`src/hdl/bfs_pkg.sv`:
```
// Package for the boost fault supervisor: timing constants and states.
// Assumes a 100 MHz controller clock.
package bfs_pkg;
    // Clock period in nanoseconds.
    localparam int CLK_PERIOD_NS = 10;
    // Input overvoltage filter time, least, in nanoseconds.
    localparam int VIN_FILTER_NS = 5000;
    localparam int VIN_FILTER_CYC =
        (VIN_FILTER_NS + CLK_PERIOD_NS - 1) / CLK_PERIOD_NS;
    // Power-good release delay, in microseconds.
    localparam int PG_DELAY_US = 500;
    localparam int PG_DELAY_CYC = PG_DELAY_US * 1000 / CLK_PERIOD_NS;
    // Hiccup retry wait, in milliseconds.
    localparam int HICCUP_MS = 500;
    localparam int HICCUP_CYC = HICCUP_MS * 100000;
    // Counter widths.
    localparam int CNT_W = 26;
    // Number of phases.
    localparam int PHASES = 2;

    // Supervisor states.
    typedef enum logic [1:0]
    {
        BFS_IDLE = 2'b00,
        BFS_RUN = 2'b01,
        BFS_HICCUP = 2'b10,
        BFS_LATCHED = 2'b11
    } bfs_state_e;
endpackage

```
`src/hdl/bfs_top.sv`:
```
// Fault supervisor for a two-phase boost controller.
// Assumes comparator outcomes arrive asynchronous and the PWM path
// delivers raw gate requests per phase that this block gates.
`timescale 1ns/1ps

module bfs_top
    import bfs_pkg::*;
#(
    parameter int HICCUP_COUNT = bfs_pkg::HICCUP_CYC,
    parameter int PG_COUNT = bfs_pkg::PG_DELAY_CYC
)
(
    // Clock and reset.
    input wire logic i_mclk,
    input wire logic i_rst_n,
    // Sequencer.
    input wire logic i_enable,
    input wire logic i_fault_response_select,
    input wire logic i_soft_start_active,
    // Comparators.
    input wire logic i_input_overvoltage_fault_cmp,
    input wire logic i_fb_ov_cmp,
    input wire logic i_fb_ov_clear_cmp,
    input wire logic i_fb_uv_cmp,
    input wire logic i_fb_uv_clear_cmp,
    input wire logic [bfs_pkg::PHASES-1:0] i_cur_limit_cmp,
    input wire logic [bfs_pkg::PHASES-1:0] i_cur_neg_cmp,
    input wire logic [bfs_pkg::PHASES-1:0] i_cur_fault_cmp,
    // PWM path.
    input wire logic [bfs_pkg::PHASES-1:0] i_cycle_start,
    input wire logic [bfs_pkg::PHASES-1:0] i_low_side_req,
    input wire logic [bfs_pkg::PHASES-1:0] i_high_side_req,
    output logic [bfs_pkg::PHASES-1:0] o_low_side_gate,
    output logic [bfs_pkg::PHASES-1:0] o_high_side_gate,
    // Status.
    output logic o_soft_start_req,
    output logic o_switching_en,
    output logic o_power_good_out,
    output logic o_input_overvoltage_fault,
    output logic o_output_overvoltage_fault,
    output logic o_output_undervoltage_flag,
    output logic o_peak_overcurrent_fault,
    output logic [bfs_pkg::PHASES-1:0] o_peak_current_cycle_limit,
    output logic [bfs_pkg::PHASES-1:0] o_negative_current_cycle_limit
);
    localparam int NS = 5 + 3 * PHASES;
    localparam logic [CNT_W-1:0] VIN_LOAD = CNT_W'(VIN_FILTER_CYC - 1);
    localparam logic [CNT_W-1:0] PG_LOAD = CNT_W'(PG_COUNT - 1);
    localparam logic [CNT_W-1:0] HIC_LOAD = CNT_W'(HICCUP_COUNT - 1);

    logic rst_m;
    logic rst_n;
    logic [NS-1:0] raw;
    logic [NS-1:0] syn;
    logic vin_cmp, fbov, fbov_clr, fbuv, fbuv_clr;
    logic [PHASES-1:0] lim_cmp, neg_cmp, oc2_cmp;
    bfs_state_e state;
    bfs_state_e next_state;
    logic vin_flag, ov_flag, oc_flag, uv_flag;
    logic vin_done, pg_done, hic_done;
    logic enable_q;
    logic [PHASES-1:0] lim_hold, neg_hold;

    // Reset released through two flops; asserts at once.
    always_ff @(posedge i_mclk or negedge i_rst_n)
    begin
        if (!i_rst_n)
        begin
            rst_m <= 1'b0;
            rst_n <= 1'b0;
        end
        else
        begin
            rst_m <= 1'b1;
            rst_n <= rst_m;
        end
    end

    // All comparators pass one synchroniser.
    assign raw = {i_input_overvoltage_fault_cmp, i_fb_ov_cmp, i_fb_ov_clear_cmp, i_fb_uv_cmp,
                  i_fb_uv_clear_cmp, i_cur_limit_cmp, i_cur_neg_cmp,
                  i_cur_fault_cmp};
    bfs_sync #(.W(NS)) u_sync
    (
        .i_mclk(i_mclk),
        .i_rst_n(rst_n),
        .i_async(raw),
        .o_sync(syn)
    );
    assign {vin_cmp, fbov, fbov_clr, fbuv, fbuv_clr, lim_cmp, neg_cmp,
            oc2_cmp} = syn;

    // Input overvoltage filter: comparator must hold for the full time.
    bfs_timer #(.W(CNT_W)) u_vin
    (
        .i_mclk(i_mclk),
        .i_rst_n(rst_n),
        .i_load(!vin_cmp),
        .i_count(VIN_LOAD),
        .i_run(vin_cmp),
        .o_done(vin_done)
    );

    // Detection is armed from soft-start onward, i.e. while running.
    wire armed = (state == BFS_RUN);
    wire vin_trip = armed && vin_cmp && vin_done;
    wire ov_trip = armed && fbov;
    wire oc_trip = armed && (|oc2_cmp);
    wire any_trip = vin_trip || ov_trip || oc_trip;
    // Each fault's own clear condition; output overvoltage uses hysteresis.
    wire vin_clear = !vin_cmp;
    wire ov_clear = fbov_clr;
    wire oc_clear = !(|oc2_cmp);
    wire all_clear = (!vin_flag || vin_clear) && (!ov_flag || ov_clear)
                     && (!oc_flag || oc_clear);
    wire en_rise = i_enable && !enable_q;

    // Supervisor state selection.
    always_comb
    begin
        next_state = state;
        case (state)
            BFS_IDLE:
                if (en_rise)
                    next_state = BFS_RUN;
            BFS_RUN:
                if (!i_enable)
                    next_state = BFS_IDLE;
                else if (any_trip)
                    next_state = i_fault_response_select ? BFS_HICCUP
                                                         : BFS_LATCHED;
            BFS_HICCUP:
                if (!i_enable)
                    next_state = BFS_IDLE;
                else if (hic_done && all_clear)
                    next_state = BFS_RUN;
            BFS_LATCHED:
                if (!i_enable)
                    next_state = BFS_IDLE;
            default:
                next_state = BFS_IDLE;
        endcase
    end

    always_ff @(posedge i_mclk or negedge rst_n)
    begin
        if (!rst_n)
        begin
            state <= BFS_IDLE;
            enable_q <= 1'b0;
        end
        else
        begin
            state <= next_state;
            enable_q <= i_enable;
        end
    end

    // Fault flags: trips set, clearing happens on re-entering run.
    always_ff @(posedge i_mclk or negedge rst_n)
    begin
        if (!rst_n)
        begin
            vin_flag <= 1'b0;
            ov_flag <= 1'b0;
            oc_flag <= 1'b0;
        end
        else if (next_state == BFS_RUN && state != BFS_RUN)
        begin
            vin_flag <= 1'b0;
            ov_flag <= 1'b0;
            oc_flag <= 1'b0;
        end
        else
        begin
            vin_flag <= vin_flag | vin_trip;
            ov_flag <= ov_flag | ov_trip;
            oc_flag <= oc_flag | oc_trip;
        end
    end

    // Hiccup wait starts when the stop happens.
    bfs_timer #(.W(CNT_W)) u_hic
    (
        .i_mclk(i_mclk),
        .i_rst_n(rst_n),
        .i_load(state != BFS_HICCUP),
        .i_count(HIC_LOAD),
        .i_run(1'b1),
        .o_done(hic_done)
    );

    // Undervoltage flag uses a hysteresis pair: set below, clear above.
    always_ff @(posedge i_mclk or negedge rst_n)
    begin
        if (!rst_n)
            uv_flag <= 1'b0;
        else if (fbuv)
            uv_flag <= 1'b1;
        else if (fbuv_clr)
            uv_flag <= 1'b0;
    end

    // Power-good needs every condition good for the whole delay.
    wire pg_ok = (state == BFS_RUN) && !uv_flag && !any_trip;
    bfs_timer #(.W(CNT_W)) u_pg
    (
        .i_mclk(i_mclk),
        .i_rst_n(rst_n),
        .i_load(!pg_ok),
        .i_count(PG_LOAD),
        .i_run(1'b1),
        .o_done(pg_done)
    );

    // Per-phase cycle limits hold until the next cycle start.
    // Positive limit beats its own cycle start so a trip is never lost.
    always_ff @(posedge i_mclk or negedge rst_n)
    begin
        if (!rst_n)
        begin
            lim_hold <= '0;
            neg_hold <= '0;
        end
        else
        begin
            lim_hold <= lim_cmp | (lim_hold & ~i_cycle_start);
            neg_hold <= neg_cmp | (neg_hold & ~i_cycle_start);
        end
    end

    // Gating: the enable drops in the same cycle as the trip; the registered gates go off at the next edge.
    // Undervoltage and cycle limits never enter this term.
    wire sw_en = (state == BFS_RUN) && !any_trip && i_enable;
    wire [PHASES-1:0] lim_now = lim_cmp | lim_hold;
    wire [PHASES-1:0] neg_now = neg_cmp | neg_hold;

    // Gate outputs registered for glitch-free drive.
    always_ff @(posedge i_mclk or negedge rst_n)
    begin
        if (!rst_n)
        begin
            o_low_side_gate <= '0;
            o_high_side_gate <= '0;
        end
        else
        begin
            o_low_side_gate <= i_low_side_req & ~lim_now
                               & {PHASES{sw_en}};
            o_high_side_gate <= i_high_side_req & ~neg_now
                                & {PHASES{sw_en}};
        end
    end

    // Status outputs.
    assign o_switching_en = sw_en;
    assign o_soft_start_req = (state == BFS_RUN) && !enable_q ? 1'b0
                              : (state != BFS_RUN && next_state == BFS_RUN);
    assign o_power_good_out = pg_done && pg_ok;
    assign o_input_overvoltage_fault = vin_flag;
    assign o_output_overvoltage_fault = ov_flag;
    assign o_output_undervoltage_flag = uv_flag;
    assign o_peak_overcurrent_fault = oc_flag;
    assign o_peak_current_cycle_limit = lim_now;
    assign o_negative_current_cycle_limit = neg_now;

    // Checks.
    a_stop_on_trip: assert property (
        @(posedge i_mclk) disable iff (!rst_n)
        any_trip |=> o_low_side_gate == '0 && o_high_side_gate == '0)
        else $error("gates not off after fault");
    a_latch_hold: assert property (
        @(posedge i_mclk) disable iff (!rst_n)
        state == BFS_LATCHED && i_enable |=> state == BFS_LATCHED)
        else $error("latch-off left while enabled");
    // The select level that counts is the one seen at the trip edge.
    a_hiccup_pick: assert property (
        @(posedge i_mclk) disable iff (!rst_n)
        state == BFS_RUN && i_enable && any_trip
        |=> state == ($past(i_fault_response_select) ? BFS_HICCUP
                                                      : BFS_LATCHED))
        else $error("wrong fault response");
    a_pg_low_fault: assert property (
        @(posedge i_mclk) disable iff (!rst_n)
        (vin_flag || ov_flag || uv_flag) |-> !o_power_good_out)
        else $error("power-good high during fault");
    a_pg_delay: assert property (
        @(posedge i_mclk) disable iff (!rst_n)
        $rose(o_power_good_out) |-> $past(pg_ok, 2))
        else $error("power-good released early");
    // Undervoltage must never move the supervisor out of run.
    a_uv_no_stop: assert property (
        @(posedge i_mclk) disable iff (!rst_n)
        uv_flag && state == BFS_RUN && i_enable && !any_trip
        |=> state == BFS_RUN)
        else $error("undervoltage stopped switching");
    a_low_cut: assert property (
        @(posedge i_mclk) disable iff (!rst_n)
        lim_cmp[0] |=> !o_low_side_gate[0])
        else $error("low-side not cut on limit");
    a_high_cut: assert property (
        @(posedge i_mclk) disable iff (!rst_n)
        neg_cmp[1] |=> !o_high_side_gate[1])
        else $error("high-side not cut on negative limit");
    a_oc_fault: assert property (
        @(posedge i_mclk) disable iff (!rst_n)
        state == BFS_RUN && |oc2_cmp |=> oc_flag)
        else $error("peak fault not flagged");
    a_hiccup_wait: assert property (
        @(posedge i_mclk) disable iff (!rst_n)
        $rose(state == BFS_HICCUP) |=> state == BFS_HICCUP [*8])
        else $error("hiccup retried too soon");
    c_hiccup: cover property (@(posedge i_mclk) state == BFS_HICCUP);
    c_latched: cover property (@(posedge i_mclk) state == BFS_LATCHED);
    c_pg_rise: cover property (@(posedge i_mclk) $rose(o_power_good_out));
endmodule // bfs_top

```
`src/hdl/bfs_sync.sv`:
```
// Two-flip-flop synchroniser for a vector of levels.
// Assumes the inputs are asynchronous comparator outcomes.
`timescale 1ns/1ps
module bfs_sync
#(
    parameter int W = 1
)
(
    // Clock and reset.
    input wire logic i_mclk,
    input wire logic i_rst_n,
    // Levels.
    input wire logic [W-1:0] i_async,
    output logic [W-1:0] o_sync
);
    logic [W-1:0] meta;

    // The first stage is read only by the second stage.
    always_ff @(posedge i_mclk or negedge i_rst_n)
    begin
        if (!i_rst_n)
        begin
            meta <= '0;
            o_sync <= '0;
        end
        else
        begin
            meta <= i_async;
            o_sync <= meta;
        end
    end
endmodule // bfs_sync

```
`src/hdl/bfs_timer.sv`:
```
// Down-counting timer with a load and a done level.
// Assumes a single clock domain.
`timescale 1ns/1ps
module bfs_timer
#(
    parameter int W = 26
)
(
    // Clock and reset.
    input wire logic i_mclk,
    input wire logic i_rst_n,
    // Control.
    input wire logic i_load,
    input wire logic [W-1:0] i_count,
    input wire logic i_run,
    output logic o_done
);
    logic [W-1:0] cnt;

    // Done while the count is zero and not reloaded.
    assign o_done = (cnt == '0) && !i_load;

    // Load wins; otherwise count down while running.
    always_ff @(posedge i_mclk or negedge i_rst_n)
    begin
        if (!i_rst_n)
            cnt <= '0;
        else if (i_load)
            cnt <= i_count;
        else if (i_run && cnt != '0)
            cnt <= cnt - 1'b1;
    end
endmodule // bfs_timer

```
`config.mk`:
```
export PLATFORM = sky130hd
export DESIGN_NAME = bfs_top
export DESIGN_NICKNAME = d
export VERILOG_FILES = /design/src/hdl/bfs_pkg.sv /design/src/hdl/bfs_top.sv /design/src/hdl/bfs_sync.sv /design/src/hdl/bfs_timer.sv
export SDC_FILE = /design/constraint.sdc
export NUM_CORES = 1
export LEC_CHECK = 0
export ABC_AREA = 1
export ABC_CLOCK_PERIOD_IN_PS = 10550
export BUFFER_PORTS_ARGS = -buffer_cell sky130_fd_sc_hd__buf_2
export CORE_UTILIZATION = 30
export CTS_CLUSTER_SIZE = 20
export DETAILED_ROUTE_END_ITERATION = 8
export SYNTH_ARGS = -nofsm -noshare
export SYNTH_HDL_FRONTEND = slang
export SYNTH_SLANG_ARGS = --single-unit
export TNS_END_PERCENT = 50
```
`constraint.sdc`:
```
create_clock -name i_mclk -period 10.55 [get_ports i_mclk]
set_input_delay 0.5275 -clock i_mclk [delete_from_list [all_inputs] [get_ports i_mclk]]
set_output_delay 0.5275 -clock i_mclk [all_outputs]
set_load 0.02 [all_outputs]
```
# Word level (Yosys, flattened, before mapping)
# Cells that the tools add are included.
# totals
romBits	0
latchBits	0
ram_bits	0
n_memories	0
register_bits	117
inputBits	22
output_inout_bits	15
# classes
n_bitwise	16
n_reduce_logical	43
muxes	20
shift	0
n_div	0
multipliers	0
n_addsub	3
magnitude_cmp	0
n_eq_ne	8
# ops
op	n
26-bit 2-to-1 mux	6
26-bit zero test	3
26-bit nonzero test	3
26-bit by 1-bit subtractor with 26-bit output (second input constant)	3
1-bit logical AND	19
2-bit AND	6
2-bit 2-to-1 mux	6
1-bit zero test	9
2-bit bitwise OR	4
2-bit one-hot mux with 4 select lines	1
1-bit 2-to-1 mux	7
2-bit by 1-bit inequality test with 1-bit output (second input constant)	3
2-bit inverter	3
1-bit logical OR	5
2-bit by 1-bit == test with 1-bit output (second input constant)	2
2-bit == test (second input constant)	2
2-bit nonzero test	2
1-bit bitwise OR	3
2-bit zero test	1
2-bit inequality test (second input constant)	1
2-bit OR reduction	1

# Depth between registers and ports, before layout
# depth
ltp_word	11
ltp_mapped	14
mapped_depth_nobuf	13

# Hierarchy
# A second synthesis with hierarchy kept.
# unflattened
cells_unflattened	1121
hier_area_um2	7737.4
# by_module_without_submodules
mod	n_inst	seq_area_each_um2	cells_per_inst	area_per_inst_um2
bfs_timer at u_hic ...	2	650.6	333	2135.8
bfs_timer at u_vin	1	650.6	332	2100.8
bfs_top	1	425.4	101	814.5
bfs_sync	1	550.5	22	550.5

# Worst setup path before layout
# No wires, ideal clock.
# synth_path
path_type	reg2out
from	reg u_hic.cnt[0]
to	out o_soft_start_req
path_stages_with_launch	13
t_required_ps	10023
n_path_buf	0
arrival_time_ps	1660
slack_ps	8363
path_cell_list	dfrtp_1 > inv_1 > ha_1 > nand3_1 > nor2_1 > nand2_1 > nor2_4 > nand3_1 > nand2_1 > nand2_1 > nand3_2 > nand2_1 > nor2_1
# synth_between
elab_chain_cells	9
# synth_rtl
element	line	text
start, declared	bfs_timer.sv:18	logic [W-1:0] cnt;
start signal, assigned	bfs_timer.sv:29	cnt <= i_count;
start signal, assigned	bfs_timer.sv:31	cnt <= cnt - 1'b1;
26-bit zero test	bfs_timer.sv:21	assign o_done = (cnt == '0) && !i_load;
1-bit logical AND	bfs_timer.sv:21	
1-bit logical AND	bfs_top.sv:135	else if (hic_done && all_clear)
2-bit 2-to-1 mux	bfs_top.sv:135	
2-bit 2-to-1 mux	bfs_top.sv:133	if (!i_enable)
2-bit one-hot mux with 4 select lines	bfs_top.sv:122	case (state)
net next_state[0]	bfs_top.sv:58	bfs_state_e next_state;
2-bit by 1-bit == test with 1-bit output	bfs_top.sv:258	: (state != BFS_RUN && next_state == BFS_RUN);
1-bit logical AND	bfs_top.sv:258	
1-bit 2-to-1 mux	bfs_top.sv:257	assign o_soft_start_req = (state == BFS_RUN) && !enable_q ? 1'b0
end, declared	bfs_top.sv:36	output logic o_soft_start_req,
# The timed path passes the listed nets, and every way through them passes these cells.

# Worst setup path in the final report
# layout_path
from	reg u_sync.o_sync[10]
to	out o_soft_start_req
# layout_between
elab_chain_cells	11
# layout_rtl
element	line	text
start, declared	bfs_sync.sv:14	output logic [W-1:0] o_sync
start signal, assigned	bfs_sync.sv:29	o_sync <= meta;
1-bit zero test	bfs_top.sv:111	wire vin_clear = !vin_cmp;
1-bit logical OR	bfs_top.sv:114	wire all_clear = (!vin_flag || vin_clear) && (!ov_flag || ov_clear)
1-bit logical AND	bfs_top.sv:114	
1-bit logical AND	bfs_top.sv:115	&& (!oc_flag || oc_clear);
1-bit logical AND	bfs_top.sv:135	
2-bit 2-to-1 mux	bfs_top.sv:135	
2-bit 2-to-1 mux	bfs_top.sv:133	
2-bit one-hot mux with 4 select lines (*)	bfs_top.sv:122	
net next_state[0]	bfs_top.sv:58	
2-bit by 1-bit == test with 1-bit output (*)	bfs_top.sv:258	
1-bit logical AND (*)	bfs_top.sv:258	
1-bit 2-to-1 mux (*)	bfs_top.sv:257	
# Mark *: on every way through the listed nets, which the timed path passes. The rest lies on a longest branch.

==> results.yml <==
setup_path:
  slowest_delay_ps: 570
  reg2reg_slack_ps: 8330
  crit_arrival_ps: 2590
  critPathKind: "flip-flop to output port"
  crit_path_end_kind: "output port"
  path_buf_inv: 2
  crit_family: "buffers and inverters"
  worst_r2r_startpoint: "u_vin.cnt[0]"
  worstPathRequired_ps: 10020
  crit_path_start: "u_sync.o_sync[10]"
  slowest_stage: "inv_1"
  path_cells: "inv_1 -> o22ai_1 -> a21oi_1 -> nand3_1 -> nand2_1 -> nand2_1 -> nand3_2 -> nand2_1 -> nor2_1 -> buf_2"
  rr_endpoint: "u_vin.cnt[1]"
  cp_common_cell: "nand2_1"
  cp-start-kind: "flip-flop"
  crit_fanout: 20
  rr_worst_depth: 5
clock_network:
  htree_levels: 4
  clk_latency_ps: 420
  cts_root_buf: "clkbuf_16"
  cts_buffer_depth: 2
  cts_tree: "done"
  cts.clk_slew.worst_paths_ps: 60
  cts_setup_buffers: 0
  clock_sinks: 117
  cts_buffers: 17
cells_and_area:
  fin_util_pct: 36.8
  antenna_cells: 0
  drive_gt1_share_pct: 15.9
  fin_cells: 1035
  nNetsFinal: 789
  area_growth_pct: 18.3
outcome:
  outcome: "completed"
die:
  die_w_um: 142
  ios: 37
  fp.dieH_um: 142
  dieArea_um2: 20300
  num_rows: 50
  fp.coreArea_um2: 19000
  start_util_pct: 31.1
global_routing:
  grt_max_degree: 65
  grt_pass1_vias: 4600
  grt_pass1_wl_um: 22200
  grt_remaining_overflow: 0
  antenna_found_initial: 0
  grt_use_total_pct: 14.2
power:
  p_leak_nw: 3.05
  p_per_area_nw_per_um2: 162
  ir_drop_mv: 0.106
route:
  ant_nets: 0
  drt_iter0_drc: 295
  drtPass1Iterations: 5
  wire_per_inst_um: 12.6
  via_per_inst: 4.60
  vias: 4762
  routed_wl_um: 13100
  post-route-drc-count: 0
yosys:
  synthTopCellsByArea: "dfrtp_1 50%, nor2_1 7.9%, nand2_1 6.8%"
  async_flop_share_pct: 100
  yosysMostFrequentCell: "nor2_1"
  yosysWarnings: 0
  yosysTopAreaCell: "dfrtp_1"
  yosysSeqAreaShare_pct: 49.5
  synth_seq_cells: 117
  syn_area_per_cell_um2: 8.28
  yosysTopAreaCellShare_pct: 49.5
  synth_edf_count: 0
  ys_types: 45
  ys.flop_type: "dfrtp_1"
  syn-instance-count: 714
  syn_nets: 741
  synth_commonest_cells: "124 x nor2_1, 117 x dfrtp_1, 107 x nand2_1"
  netlist_area_um2: 5910
sta:
  final.setup_skew_ps: 11.6
  finalSetupViolCount: 0
  worst_slew_pin_slew_ps: 1200
  fin_crit_sh_pct: 29.6
  slew_headroom_pct: 20.0
  hold_viol_final: 0
  setup_tns_ps: 0
  fmax_ghz: 0.320
  rsz0062_at_grt: "false"
  finalMaxSlewViolations: 0
  fin_crit_ps: 3120
placement:
  dpl.cell_count: 1002
  hpwl_um: 9280
  port_buffers: 35
  gp_congestion: 0.880
run:
  cap_viol_max_count: 0
worst_hold_path:
  holdCritStartpoint: "i_fb_ov_clear_cmp"
  holdPathEnd: "u_sync.meta[8]"
  hold_depth: 1
  hold_path_class: "input port to flip-flop"
==> worst max-delay path by stage <==
stage / slack [ps] / to / cells after the start
2_1_floorplan: 7050 / enable_q / 0
3_3_place_gp: 7840 / o_soft_start_req / 10
3_5_place_dp: 7830 / o_soft_start_req / 10
4_1_cts: 7380 / o_soft_start_req / 10
5_1_grt: 7180 / o_soft_start_req / 10
6_report: 7430 / o_soft_start_req / 10
==> registers in the layout, indices dropped and copies added, names as in the netlist, 2 cells and up <==
register	count
u_sync.meta	11
o_low_side_gate	2
neg_hold	2
u_pg.cnt	26
u_hic.cnt	26
o_high_side_gate	2
u_sync.o_sync	11
u_vin.cnt	26
state	2
lim_hold	2
==> cell usage in the layout (no fill, tap or decap), drive strengths merged, types with 7 or more instances in the layout <==
cell type	instances
a21oi	25
buf	37
clkbuf	17
clkinv	7
dfrtp	117
inv	93
nand2	115
nand3	38
nand4	14
nor2	143
nor3	49
o21ai	35
or2	9
xnor2	8
xor2	27
==> stage by stage <==
step                worst slack (ps)  cell area, µm²  hold slack [ps]  total power [W]
finish                          7430            6990              209          0.00113
detailed placement              7830            6380              315         0.000554
floorplan                       7050            5910              232         0.000527
global route                    7180            6990              191          0.00118
CTS                             7380            6990              198          0.00115
global placement                7840            6380              316         0.000553
==> cells by family (layout without fill, tap and decap cells) <==
group                      count (synthesis)  after routing  share of synthesized area (%)
and+or+nand+nor                          383            383                           30.4
DFF                                      117            117                           49.5
buffers and inverters                    100            161                           6.75
AOI/OAI and AO/OA                         73             73                           7.01
xor gates and xnor gates                  35             35                           5.19
adders and majority gates                  5              5                           1.06
other                                      1              1                         0.0634
==> layer usage <==
layer	global-route usage (%)	wire length (µm)
met1	18.8	6420
met5	0	0
met2	22.1	5970
met4	5.66	168
met3	3.53	493
==> layout make-up <==
cell class	instances	area, µm²
Clock inverter	15	180
Tap cell	260	325
Inverter	91	344
Clock buffer	17	425
Timing Repair Buffer	38	200
Sequential cell	117	2930
Multi-Input combinational cell	497	2580
Fill cell	1956	12000
==> timing repair <==
action / in CTS / in global routing
hold buffers: 1 / 0
setup endpoints to repair: 0 / 0
resized for setup: 0 / 0
hold endpoints to repair: 2 / 0
==> report_power, final <==
part / switching [W] / internal (W)
registers: 0.0000127 / 0.000463
clock network: 0.000216 / 0.000372
logic: 0.0000501 / 0.0000206
No activity file was read; power rests on OpenSTA's default activity.
